[src/vc_regs_pkg.sv]
package vc_regs_pkg;

   // -------------------------------------------------------------------------
   // Register offsets
   // -------------------------------------------------------------------------
   localparam logic [11:0] CH0_STATUS_OFFSET = 12'h16a;
   localparam logic [11:0] CH1_CAP_OFFSET    = 12'h16c;

   // -------------------------------------------------------------------------
   // Resource status layout (channel 0)
   // -------------------------------------------------------------------------
   localparam int          STATUS_PENDING_BIT = 1;
   localparam int          STATUS_DIRTY_BIT   = 0;
   localparam logic [15:0] STATUS_RESET       = 16'h0000;

   // -------------------------------------------------------------------------
   // Resource capability layout (channel 1)
   // -------------------------------------------------------------------------
   localparam logic [7:0]  ARB_TABLE_LOCATION      = 8'h07;
   localparam logic [0:0]  CAP_RSVD23              = 1'h0;
   localparam logic [6:0]  MAX_SLOT_COUNT          = 7'h7f;
   localparam logic [0:0]  REJECT_SNOOP_VALUE      = 1'h0;
   localparam logic [0:0]  AS_ONLY_TRAFFIC_VALUE   = 1'h0;
   localparam logic [5:0]  CAP_RSVD13_8            = 6'h00;
   localparam int          SCHEME_FIXED_RR_BIT     = 0;
   localparam int          SCHEME_WRR32_BIT        = 1;
   localparam int          SCHEME_WRR64_BIT        = 2;
   localparam int          SCHEME_WRR128_BIT       = 3;
   localparam int          SCHEME_TB_WRR128_BIT    = 4;
   localparam int          SCHEME_WRR256_BIT       = 5;
   localparam logic [7:0]  ARBITRATION_SCHEME_SUPPORT = 8'h11;
   localparam logic [31:0] CAP_RESET               = 32'h077f0011;

endpackage : vc_regs_pkg

[src/vc_status_capability_regs.sv]
// Behaviour
// - Bits 15:2 of the channel 0 resource status register always read zero.
// - The negotiation in progress flag is high while VC negotiation runs, at startup or after an enable/disable request.
// - The table dirty flag is set whenever any port arbitration table entry of channel 0 is modified.
// - The table dirty flag clears only once a requested table refresh has finished.
// - The channel 1 capability register is read-only and holds 077F_0011h.
// - The arbitration table location field (31:24) reads 07h, a table 112 bytes into the structure.
// - Capability bit 23 and bits 13:8 read zero.
// - The maximum slot count field (22:16) reads all ones, 128 slots.
// - The snoop rejection bit 15 reads zero.
// - The as-only-traffic bit 14 reads zero.
// - The scheme support byte carries one bit per arbitration scheme, bits 6 and 7 reserved.
// - The scheme support byte reads 11h, fixed round-robin and time-based 128-phase WRR.
// - The channel 0 status register sits at 16Ah, is read-only and resets to zero.
`timescale 1ns/1ps
module vc_status_capability_regs (
   // Clock and reset
   input  wire logic        clk,
   input  wire logic        rstn,
   // Configuration access
   input  wire logic        cfg_rd,
   input  wire logic        cfg_wr,
   input  wire logic [11:0] cfg_addr,
   input  wire logic [31:0] cfg_wdata,
   output logic      [31:0] cfg_rdata,
   output logic             cfg_hit,
   // Hardware events
   input  wire logic        negotiation_busy,
   input  wire logic        table_entry_write,
   input  wire logic        refresh_done,
   // State
   output logic             negotiation_in_progress_flag,
   output logic             table_dirty_flag
);

   // -------------------------------------------------------------------------
   // State
   // -------------------------------------------------------------------------
   typedef struct packed {
      logic        pending;
      logic        dirty;
      logic [31:0] rdata;
      logic        hit;
   } state_t;

   state_t state_r;
   state_t state_nxt;

   logic [31:0] cap_word;
   logic [15:0] status_word;

   always_comb begin
      cap_word = {vc_regs_pkg::ARB_TABLE_LOCATION, vc_regs_pkg::CAP_RSVD23,
                  vc_regs_pkg::MAX_SLOT_COUNT,
                  vc_regs_pkg::REJECT_SNOOP_VALUE,
                  vc_regs_pkg::AS_ONLY_TRAFFIC_VALUE,
                  vc_regs_pkg::CAP_RSVD13_8,
                  vc_regs_pkg::ARBITRATION_SCHEME_SUPPORT};
      status_word = {14'h0000, state_r.pending, state_r.dirty};
   end

   // -------------------------------------------------------------------------
   // Next state
   // -------------------------------------------------------------------------
   always_comb begin
      state_nxt = state_r;
      // Writes are ignored by design; cfg_wr and cfg_wdata steer nothing
      state_nxt.pending = negotiation_busy;
      if (table_entry_write) begin
         state_nxt.dirty = 1'h1;
      end else if (refresh_done) begin
         state_nxt.dirty = 1'h0;
      end
      state_nxt.hit   = 1'h0;
      state_nxt.rdata = 32'h0000_0000;
      if (cfg_rd && cfg_addr == vc_regs_pkg::CH0_STATUS_OFFSET) begin
         state_nxt.hit   = 1'h1;
         state_nxt.rdata = {16'h0000, status_word};
      end else if (cfg_rd && cfg_addr == vc_regs_pkg::CH1_CAP_OFFSET) begin
         state_nxt.hit   = 1'h1;
         state_nxt.rdata = cap_word;
      end
   end

   always_ff @(posedge clk or negedge rstn) begin
      if (!rstn) begin
         state_r <= '{pending: 1'h0, dirty: 1'h0, rdata: 32'h0000_0000, hit: 1'h0};
      end else begin
         state_r <= state_nxt;
      end
   end

   assign cfg_rdata                    = state_r.rdata;
   assign cfg_hit                      = state_r.hit;
   assign negotiation_in_progress_flag = state_r.pending;
   assign table_dirty_flag             = state_r.dirty;

   // -------------------------------------------------------------------------
   // Assertions
   // -------------------------------------------------------------------------
   a_status_rsvd_zero: assert property (@(posedge clk) disable iff (!rstn)
      cfg_rd && cfg_addr == vc_regs_pkg::CH0_STATUS_OFFSET |=> cfg_rdata[31:2] == 30'h0)
      else $error("status reserved bits not zero");
   a_pending_follows: assert property (@(posedge clk) disable iff (!rstn)
      negotiation_busy |=> negotiation_in_progress_flag)
      else $error("pending flag missed negotiation");
   a_dirty_sets: assert property (@(posedge clk) disable iff (!rstn)
      table_entry_write |=> table_dirty_flag)
      else $error("dirty flag not set by table write");
   a_dirty_clears: assert property (@(posedge clk) disable iff (!rstn)
      $fell(table_dirty_flag) |-> $past(refresh_done) && !$past(table_entry_write))
      else $error("dirty flag cleared without refresh");
   a_cap_value: assert property (@(posedge clk) disable iff (!rstn)
      cfg_rd && cfg_addr == vc_regs_pkg::CH1_CAP_OFFSET |=> cfg_hit && cfg_rdata == 32'h077f0011)
      else $error("capability value wrong");
   a_cap_location: assert property (@(posedge clk) disable iff (!rstn)
      cfg_rd && cfg_addr == vc_regs_pkg::CH1_CAP_OFFSET |=> cfg_rdata[31:24] == 8'h07)
      else $error("table location wrong");
   a_cap_slots: assert property (@(posedge clk) disable iff (!rstn)
      cfg_rd && cfg_addr == vc_regs_pkg::CH1_CAP_OFFSET |=> cfg_rdata[23:14] == 10'h1fc)
      else $error("slot count or flag bits wrong");
   a_cap_scheme: assert property (@(posedge clk) disable iff (!rstn)
      cfg_rd && cfg_addr == vc_regs_pkg::CH1_CAP_OFFSET |=> cfg_rdata[13:0] == 14'h0011)
      else $error("scheme byte wrong");
   a_write_ignored: assert property (@(posedge clk) disable iff (!rstn)
      cfg_wr && !table_entry_write && !refresh_done |=> $stable(table_dirty_flag))
      else $error("write changed dirty flag");

   // -------------------------------------------------------------------------
   // Assertions: read port
   // -------------------------------------------------------------------------
   a_status_hit: assert property (@(posedge clk) disable iff (!rstn)
      cfg_rd && cfg_addr == vc_regs_pkg::CH0_STATUS_OFFSET |=> cfg_hit)
      else $error("status read missed");
   a_status_flags: assert property (@(posedge clk) disable iff (!rstn)
      cfg_rd && cfg_addr == vc_regs_pkg::CH0_STATUS_OFFSET |=>
      cfg_rdata[1] == $past(negotiation_in_progress_flag) &&
      cfg_rdata[0] == $past(table_dirty_flag))
      else $error("status flags misread");
   a_status_upper: assert property (@(posedge clk) disable iff (!rstn)
      cfg_rd && cfg_addr == vc_regs_pkg::CH0_STATUS_OFFSET |=> cfg_rdata[31:16] == 16'h0000)
      else $error("status upper half not zero");
   a_unmapped_miss: assert property (@(posedge clk) disable iff (!rstn)
      cfg_rd && cfg_addr != vc_regs_pkg::CH0_STATUS_OFFSET &&
      cfg_addr != vc_regs_pkg::CH1_CAP_OFFSET |=> !cfg_hit && cfg_rdata == 32'h0000_0000)
      else $error("unmapped read answered");
   a_idle_quiet: assert property (@(posedge clk) disable iff (!rstn)
      !cfg_rd |=> !cfg_hit && cfg_rdata == 32'h0000_0000)
      else $error("read port busy without a read");
   a_hit_one_cycle: assert property (@(posedge clk) disable iff (!rstn)
      cfg_hit && !cfg_rd |=> !cfg_hit)
      else $error("hit stood too long");
   a_write_no_hit: assert property (@(posedge clk) disable iff (!rstn)
      cfg_wr && !cfg_rd |=> !cfg_hit)
      else $error("write produced a hit");

   // -------------------------------------------------------------------------
   // Assertions: status flags
   // -------------------------------------------------------------------------
   a_pending_clears: assert property (@(posedge clk) disable iff (!rstn)
      !negotiation_busy |=> !negotiation_in_progress_flag)
      else $error("pending flag stuck after negotiation");
   a_pending_write: assert property (@(posedge clk) disable iff (!rstn)
      cfg_wr |=> negotiation_in_progress_flag == $past(negotiation_busy))
      else $error("write moved pending flag");
   a_dirty_set_wins: assert property (@(posedge clk) disable iff (!rstn)
      table_entry_write && refresh_done |=> table_dirty_flag)
      else $error("refresh beat a table write");
   a_dirty_cleared: assert property (@(posedge clk) disable iff (!rstn)
      refresh_done && !table_entry_write |=> !table_dirty_flag)
      else $error("dirty flag survived refresh");
   a_dirty_holds: assert property (@(posedge clk) disable iff (!rstn)
      !table_entry_write && !refresh_done |=> $stable(table_dirty_flag))
      else $error("dirty flag moved without an event");
   a_read_keeps_dirty: assert property (@(posedge clk) disable iff (!rstn)
      cfg_rd && !table_entry_write && !refresh_done |=> $stable(table_dirty_flag))
      else $error("read changed dirty flag");

   // -------------------------------------------------------------------------
   // Assertions: capability fields
   // -------------------------------------------------------------------------
   a_cap_image: assert property (@(posedge clk) disable iff (!rstn)
      cap_word == vc_regs_pkg::CAP_RESET)
      else $error("capability fields disagree with reset value");
   a_cap_rsvd_zero: assert property (@(posedge clk) disable iff (!rstn)
      cfg_rd && cfg_addr == vc_regs_pkg::CH1_CAP_OFFSET |=>
      cfg_rdata[23] == 1'h0 && cfg_rdata[13:8] == 6'h00)
      else $error("capability reserved bits not zero");
   a_cap_slot_ones: assert property (@(posedge clk) disable iff (!rstn)
      cfg_rd && cfg_addr == vc_regs_pkg::CH1_CAP_OFFSET |=> cfg_rdata[22:16] == 7'h7f)
      else $error("slot count not all ones");
   a_cap_snoop_zero: assert property (@(posedge clk) disable iff (!rstn)
      cfg_rd && cfg_addr == vc_regs_pkg::CH1_CAP_OFFSET |=> cfg_rdata[15] == 1'h0)
      else $error("snoop rejection bit set");
   a_cap_as_only: assert property (@(posedge clk) disable iff (!rstn)
      cfg_rd && cfg_addr == vc_regs_pkg::CH1_CAP_OFFSET |=> cfg_rdata[14] == 1'h0)
      else $error("as-only traffic bit set");
   a_scheme_bits: assert property (@(posedge clk) disable iff (!rstn)
      cfg_rd && cfg_addr == vc_regs_pkg::CH1_CAP_OFFSET |=>
      cfg_rdata[vc_regs_pkg::SCHEME_FIXED_RR_BIT] == 1'h1 &&
      cfg_rdata[vc_regs_pkg::SCHEME_TB_WRR128_BIT] == 1'h1 && cfg_rdata[7:6] == 2'h0)
      else $error("scheme support bits wrong");

   // -------------------------------------------------------------------------
   // Assertions: per-bit read images
   // -------------------------------------------------------------------------
   // One check per bit so a failing bit is named by its instance
   for (genvar i = 0; i < 32; i++) begin : g_cap_bits
      a_cap_bit_fixed: assert property (@(posedge clk) disable iff (!rstn)
         cfg_rd && cfg_addr == vc_regs_pkg::CH1_CAP_OFFSET |=>
         cfg_rdata[i] == vc_regs_pkg::CAP_RESET[i])
         else $error("capability bit differs from its fixed value");
   end

   for (genvar i = 2; i < 16; i++) begin : g_status_bits
      a_status_bit_zero: assert property (@(posedge clk) disable iff (!rstn)
         cfg_rd && cfg_addr == vc_regs_pkg::CH0_STATUS_OFFSET |=>
         cfg_rdata[i] == vc_regs_pkg::STATUS_RESET[i])
         else $error("status reserved bit set");
   end

endmodule : vc_status_capability_regs

[config.mk]
export PLATFORM = sky130hd
export DESIGN_NAME = vc_status_capability_regs
export DESIGN_NICKNAME = d
export VERILOG_FILES = /design/src/vc_regs_pkg.sv /design/src/vc_status_capability_regs.sv
export SDC_FILE = /design/constraint.sdc
export NUM_CORES = 1
export LEC_CHECK = 0
export BUFFER_PORTS_ARGS = -buffer_cell sky130_fd_sc_hd__buf_2
export CORE_MARGIN = 2
export CORE_UTILIZATION = 26
export CTS_CLUSTER_DIAMETER = 40
export CTS_CLUSTER_SIZE = 25
export DETAILED_ROUTE_END_ITERATION = 12
export PLACE_DENSITY = 0.81
export SETUP_SLACK_MARGIN = 0.3
export SYNTH_ARGS = -nofsm -noshare
export SYNTH_HDL_FRONTEND = slang
export SYNTH_SLANG_ARGS = --single-unit
[constraint.sdc]
create_clock -name clk -period 1.22 [get_ports clk]
set_input_delay 0.122 -clock clk [delete_from_list [all_inputs] [get_ports clk]]
set_output_delay 0.122 -clock clk [all_outputs]
set_load 0.02 [all_outputs]
==> metrics.yaml, run 1 <==
start_util_pct: 28.10
ys_seq_area_share_pct: 30.61
finalCriticalPeriod_ns: 0.9702
reg2reg_from: "table_dirty_flag$_DFFE_PN0P_"
h-tree-depth: 1
fmax_mhz: 1031
drive_above_1_share_pct: 57.69
numCtsBuffers: 3
clk_pin_slew_worst_paths_ns: 0.05
hp-class: "input port to flip-flop"
ys_ff_latch: 6
tns_ns: 0
routedWlPerCell_um: 9.039
clk_latency_ns: 0.24
grt_pass1_vias: 338
critPathArrivalTime_ns: 0.85
power.leakage_nw: 0.3572
critPathBufInv: 1
worstPathCellList: "buf_2"
vdd_drop_max_mv: 0.3262
die_y_um: 47.43
path_depth: 1
overflow: 0
antenna_found_initial: 0
fillCellCount: 188
outcome: "complete, no violations"
ys_types: 13
setup_viol: 0
crit_required_ns: 1.10
final_hold_viol_count: 0
drc: 0
synth_cells: 49
cpPeakStageDelay_ns: 0.44
critPathMaxFanout: 11
cts_sinks: 6
fin_crit_sh_pct: 79.53
final_antenna_net_count: 0
avgSynthCellArea_um2: 10.01
maxCapViolations: 0
synth_area_leaders: "buf_4 (44%), dfrtp_1 (31%), a2111oi_4 (5.6%)"
port_buffers: 33
drv_slew: 0
antenna_cells: 0
vias: 366
rr_worst_depth: 2
drt_pre_antenna_iters: 2
hold_path_depth: 2
yosysTopAreaCell: "buf_4"
cts.path.max_buffers: 2
critPathKind: "flip-flop to output port"
critPathTopFamily: "flip-flops"
grt_start_max_net_pins: 12
syn_area_um2: 490.5
cts_tree: "yes"
grt_setup_unrepaired: "yes"
synth_warnings: 0
cp_slowest_cell: "dfrtp_2"
final_cell_mix: "buf_2 (32), conb_1 (19), dfrtp_1 (4), clkbuf_4 (3)"
io_pins: 86
crit_path_start_kind: "flip-flop"
worst_setup_path_end_kind: "output port"
worst_hold_slack_ns: 0.05422
powerDensity_nw_per_um2: 853.8
dieArea_um2: 2250
min_to: "table_dirty_flag$_DFFE_PN0P_"
grt.total_usage_pct: 8.922
area_delta_synth_final_pct: 28.32
initialDrtViolationCount: 1
rows: 15
layout_commonest_cell: "buf_2"
reg2reg_slack_ns: 0.30
r2r_end: "cfg_rdata[0]$_DFF_PN0_"
min_from: "table_entry_write"
gp_congestion: 0.6328
core_area_um2: 1745
grt_pass1_wl_um: 1331
detailed_place_hpwl_um: 789.3
fp.dieW_um: 47.43
root_buffer: "clkbuf_4"
clock_skew_ns: 0.008719
routed_wl_um: 931
viasPerCell: 3.553
finalNetCount: 130
yosysTopAreaCellShare_pct: 44.39
## cell type report
cell class              count  area (µm²)  area share (%)
clock buffers               4       26.28           4.175
inverters                   1       3.754          0.5964
multi-input cells          31       216.5           34.39
flip-flops and latches      6       152.6           24.25
well taps                  25       31.28           4.970
repair buffers             36       198.9           31.61
## through the flow
step / util, % / cell area (µm²) / std cells / total power, W / setup WS, ns
after floorplan: - / 561.8 / 67 / 0.0003324 / 0.2333
after global placement: 30.97 / 540.5 / 96 / 0.0003211 / 0.08193
after detailed placement: 30.97 / 540.5 / 96 / 0.0003249 / 0.05531
after CTS: 34.41 / 600.6 / 102 / 0.0005362 / 0.2404
after global routing: 36.06 / 629.4 / 103 / 0.0005731 / 0.1910
final: 36.06 / 629.4 / 103 / 0.0005373 / 0.2498
## layer usage
| metal | GRT usage, % | up-vias | wire length [µm] |
|---|---|---|---|
| met1 | 7.373 | 159 | 275 |
| li1 | - | 172 | - |
| met3 | 4.528 | 0 | 139 |
| met4 | 3.333 | 0 | 0 |
| met5 | 0 | - | 0 |
| met2 | 17.57 | 35 | 515 |
## cell families (layout without fill, tap and decap cells)
kind of cell / count (synthesis) / count (layout) / share of synthesized area [%]
xor gates and xnor gates: 1 / 1 / 1.786
DFF: 6 / 6 / 30.61
and+or+nand+nor: 9 / 9 / 14.54
AOI/OAI and AO/OA: 2 / 2 / 7.144
buffers and inverters: 30 / 41 / 45.15
other: 1 / 19 / 0.7646
## synthesized netlist by cell type (all sizes together)
master,instances
buf,29
dfrtp,6
nor4,3
nand3b,2
a2111oi,1
a21o,1
conb,1
inv,1
nand2b,1
nand4b,1
or3b,1
or4b,1
xnor2,1
## worst max path at each step
| stage | from | end | slack [ns] |
|---|---|---|---|
| floorplan | cfg_addr[9] | cfg_hit$_DFF_PN0_ | 0.23 |
| global placement | cfg_addr[9] | cfg_hit$_DFF_PN0_ | 0.08 |
| detailed placement | cfg_addr[9] | cfg_hit$_DFF_PN0_ | 0.06 |
| CTS | cfg_rdata[25]$_DFF_PN0_ | cfg_rdata[17] | 0.24 |
| global route | cfg_rdata[25]$_DFF_PN0_ | cfg_rdata[26] | 0.19 |
| finish | cfg_rdata[25]$_DFF_PN0_ | cfg_rdata[17] | 0.25 |
## where the power goes
group | leakage [nW] | total [W] | internal (W) | switching (W)
Combinational | 0.266 | 0.000132 | 0.0000431 | 0.0000888
Sequential | 0.0759 | 0.000207 | 0.000204 | 0.00000323
Clock | 0.0150 | 0.000198 | 0.000124 | 0.0000743
## timing repair
action,CTS,global route
endpoints found under the hold margin,7,0
endpoints found under the setup margin,14,15
gates resized for setup,4,3
pin swaps,1,1
hold buffers,2,0
buffers inserted,0,1
## sequential cells by signal, indices dropped and copies added, names as in the netlist
signal	flops
cfg_hit	1
cfg_rdata	3
negotiation_in_progress_flag	1
table_dirty_flag	1
(Power assumes the default switching activity.)
==> run 2: changes to the inputs <==
==> constraint.sdc (replaced) <==
create_clock -name clk -period 0.9 [get_ports clk]
set_input_delay 0.09 -clock clk [delete_from_list [all_inputs] [get_ports clk]]
set_output_delay 0.09 -clock clk [all_outputs]
set_load 0.02 [all_outputs]
==> metrics.yaml, run 2 (synthesized netlist as in run 1, its figures left out) <==
critPathArrivalTime_ns: 0.89
layout_setup_ws_ns: -0.08090
final_area_um2: 683.2
final_antenna_net_count: 0
power.share.clock_pct: 36.3
r2r_end: "cfg_rdata[0]$_DFF_PN0_"
regArea_um2: 152.6
grt_pass1_vias: 312
clock_skew_ns: 0.00004474
port_buffers: 33
final_cell_mix: "buf_2 (25), conb_1 (19), buf_6 (9), dfrtp_1 (4), clkbuf_4 (3)"
setup_viol: 12
routedWlPerCell_um: 8.534
powerDensity_nw_per_um2: 1087
antenna_cells: 0
reg2reg_slack_ns: 0
power.leakage_nw: 0.3753
antenna_found_initial: 0
final_hold_viol_count: 1
grt_start_max_net_pins: 12
io_pins: 86
p_total_w: 0.0007423
drive_above_1_share_pct: 58.97
drc: 0
drv_slew: 0
clk_pin_slew_worst_paths_ns: 0.05
fillCellCount: 190
viasPerCell: 3.524
largest_reg_flops: 3
vias: 363
p_switching_w: 0.0002278
sequentialPowerShare_pct: 37.8
critPathKind: "flip-flop to output port"
crit_required_ns: 0.81
final_util_pct: 39.14
core_area_um2: 1745
root_buffer: "clkbuf_4"
rr_worst_depth: 2
numCtsBuffers: 3
hold_path_depth: 1
area_delta_synth_final_pct: 39.29
cts_sinks: 6
pre_cts_slack_ns: -0.2367
cts_tree: "yes"
hp-class: "input port to flip-flop"
violations: "negative hold slack, negative setup slack"
fp.dieW_um: 47.43
internal_power_w: 0.0005145
overflow: 0
min_from: "negotiation_busy"
die_y_um: 47.43
worst_setup_path_end_kind: "output port"
outcome: "finished with violations"
tns_ns: -0.7685
grt.total_usage_pct: 7.925
gp_congestion: 0.6955
dieArea_um2: 2250
routed_wl_um: 879
initialDrtViolationCount: 1
clk_latency_ns: 0.25
worst_hold_slack_ns: -0.04423
reg2reg_from: "table_dirty_flag$_DFFE_PN0P_"
start_util_pct: 28.10
maxCapViolations: 0
power_frac_comb_pct: 25.9
fmax_mhz: 1019
vdd_drop_max_mv: 0.5192
place_area_um2: 549.3
finalCriticalPeriod_ns: 0.9809
h-tree-depth: 1
hold_buffers: 1
layout_commonest_cell: "buf_2"
critPathMaxFanout: 2
grt_setup_unrepaired: "yes"
switching_share_pct: 30.69
finalNetCount: 130
fin_crit_sh_pct: 109.0
drt_pre_antenna_iters: 2
rows: 15
cts.path.max_buffers: 2
detailed_place_hpwl_um: 775.1
min_to: "negotiation_in_progress_flag$_DFF_PN0_"
grt_pass1_wl_um: 1193
crit_path_start_kind: "flip-flop"
multi_input_area_um2: 225.2
[run 2: cell count changes in the layout (fill, tap and decap cells not counted), sizes merged]
cell / delta
buf: +1
dlygate4sd3: -1
[run 2: what timing repair did]
item / CTS / global route
hold endpoints to repair: 7 / 1
endpoints found under the setup margin: 21 / 21
setup buffers: 0 / 1
resized for setup: 14 / 5
pin swaps: 2 / 6
[run 2: area by class of cell]
cell class	instances	area share (%)
repair buffers	36	35.71
well taps	25	4.579
inverters	1	0.5495
clock buffers	4	3.846
multi-input cells	31	32.97
flip-flops and latches	6	22.34
[run 2: power by group through the flow]
stage	sequential (W)	combinational (W)	clock, W
floorplan	0.000291	0.000160	0
finish	0.000281	0.000192	0.000269
global placement	0.000283	0.000157	0
global route	0.000281	0.000207	0.000298
detailed placement	0.000284	0.000161	0
CTS	0.000281	0.000179	0.000281
[run 2: layer usage]
layer | GRT usage, % | up-vias | wire length [µm]
li1 | - | 173 | -
met1 | 7.407 | 158 | 288
met2 | 14.86 | 32 | 483
met3 | 1.132 | 0 | 107
met4 | 6.667 | 0 | 0
met5 | 0 | - | 0
[run 2: per-stage QoR]
step / cells / hold WS (ns)
6_report: 103 / -0.04423
5_1_grt: 103 / -0.04782
4_1_cts: 102 / -0.05008
3_5_place_dp: 97 / -0.07745
3_3_place_gp: 97 / -0.08646
2_1_floorplan: 67 / -0.2056
[run 2: how the worst max path moves through the flow]
stage                                 start                       to  slack, ns
2_1_floorplan  table_dirty_flag$_DFFE_PN0P_   cfg_rdata[0]$_DFF_PN0_      -0.07
5_1_grt             cfg_rdata[25]$_DFF_PN0_            cfg_rdata[21]      -0.12
3_5_place_dp                    cfg_addr[9]  cfg_rdata[25]$_DFF_PN0_      -0.24
6_report       table_dirty_flag$_DFFE_PN0P_         table_dirty_flag      -0.08
4_1_cts        table_dirty_flag$_DFFE_PN0P_         table_dirty_flag       -0.1
3_3_place_gp                    cfg_addr[9]  cfg_rdata[25]$_DFF_PN0_      -0.18
[run 2: worst max-delay path, stage by stage (launching register included)]
cell and delay [ns]:
dfrtp_2 0.41, buf_6 0.12, buf_6 0.12
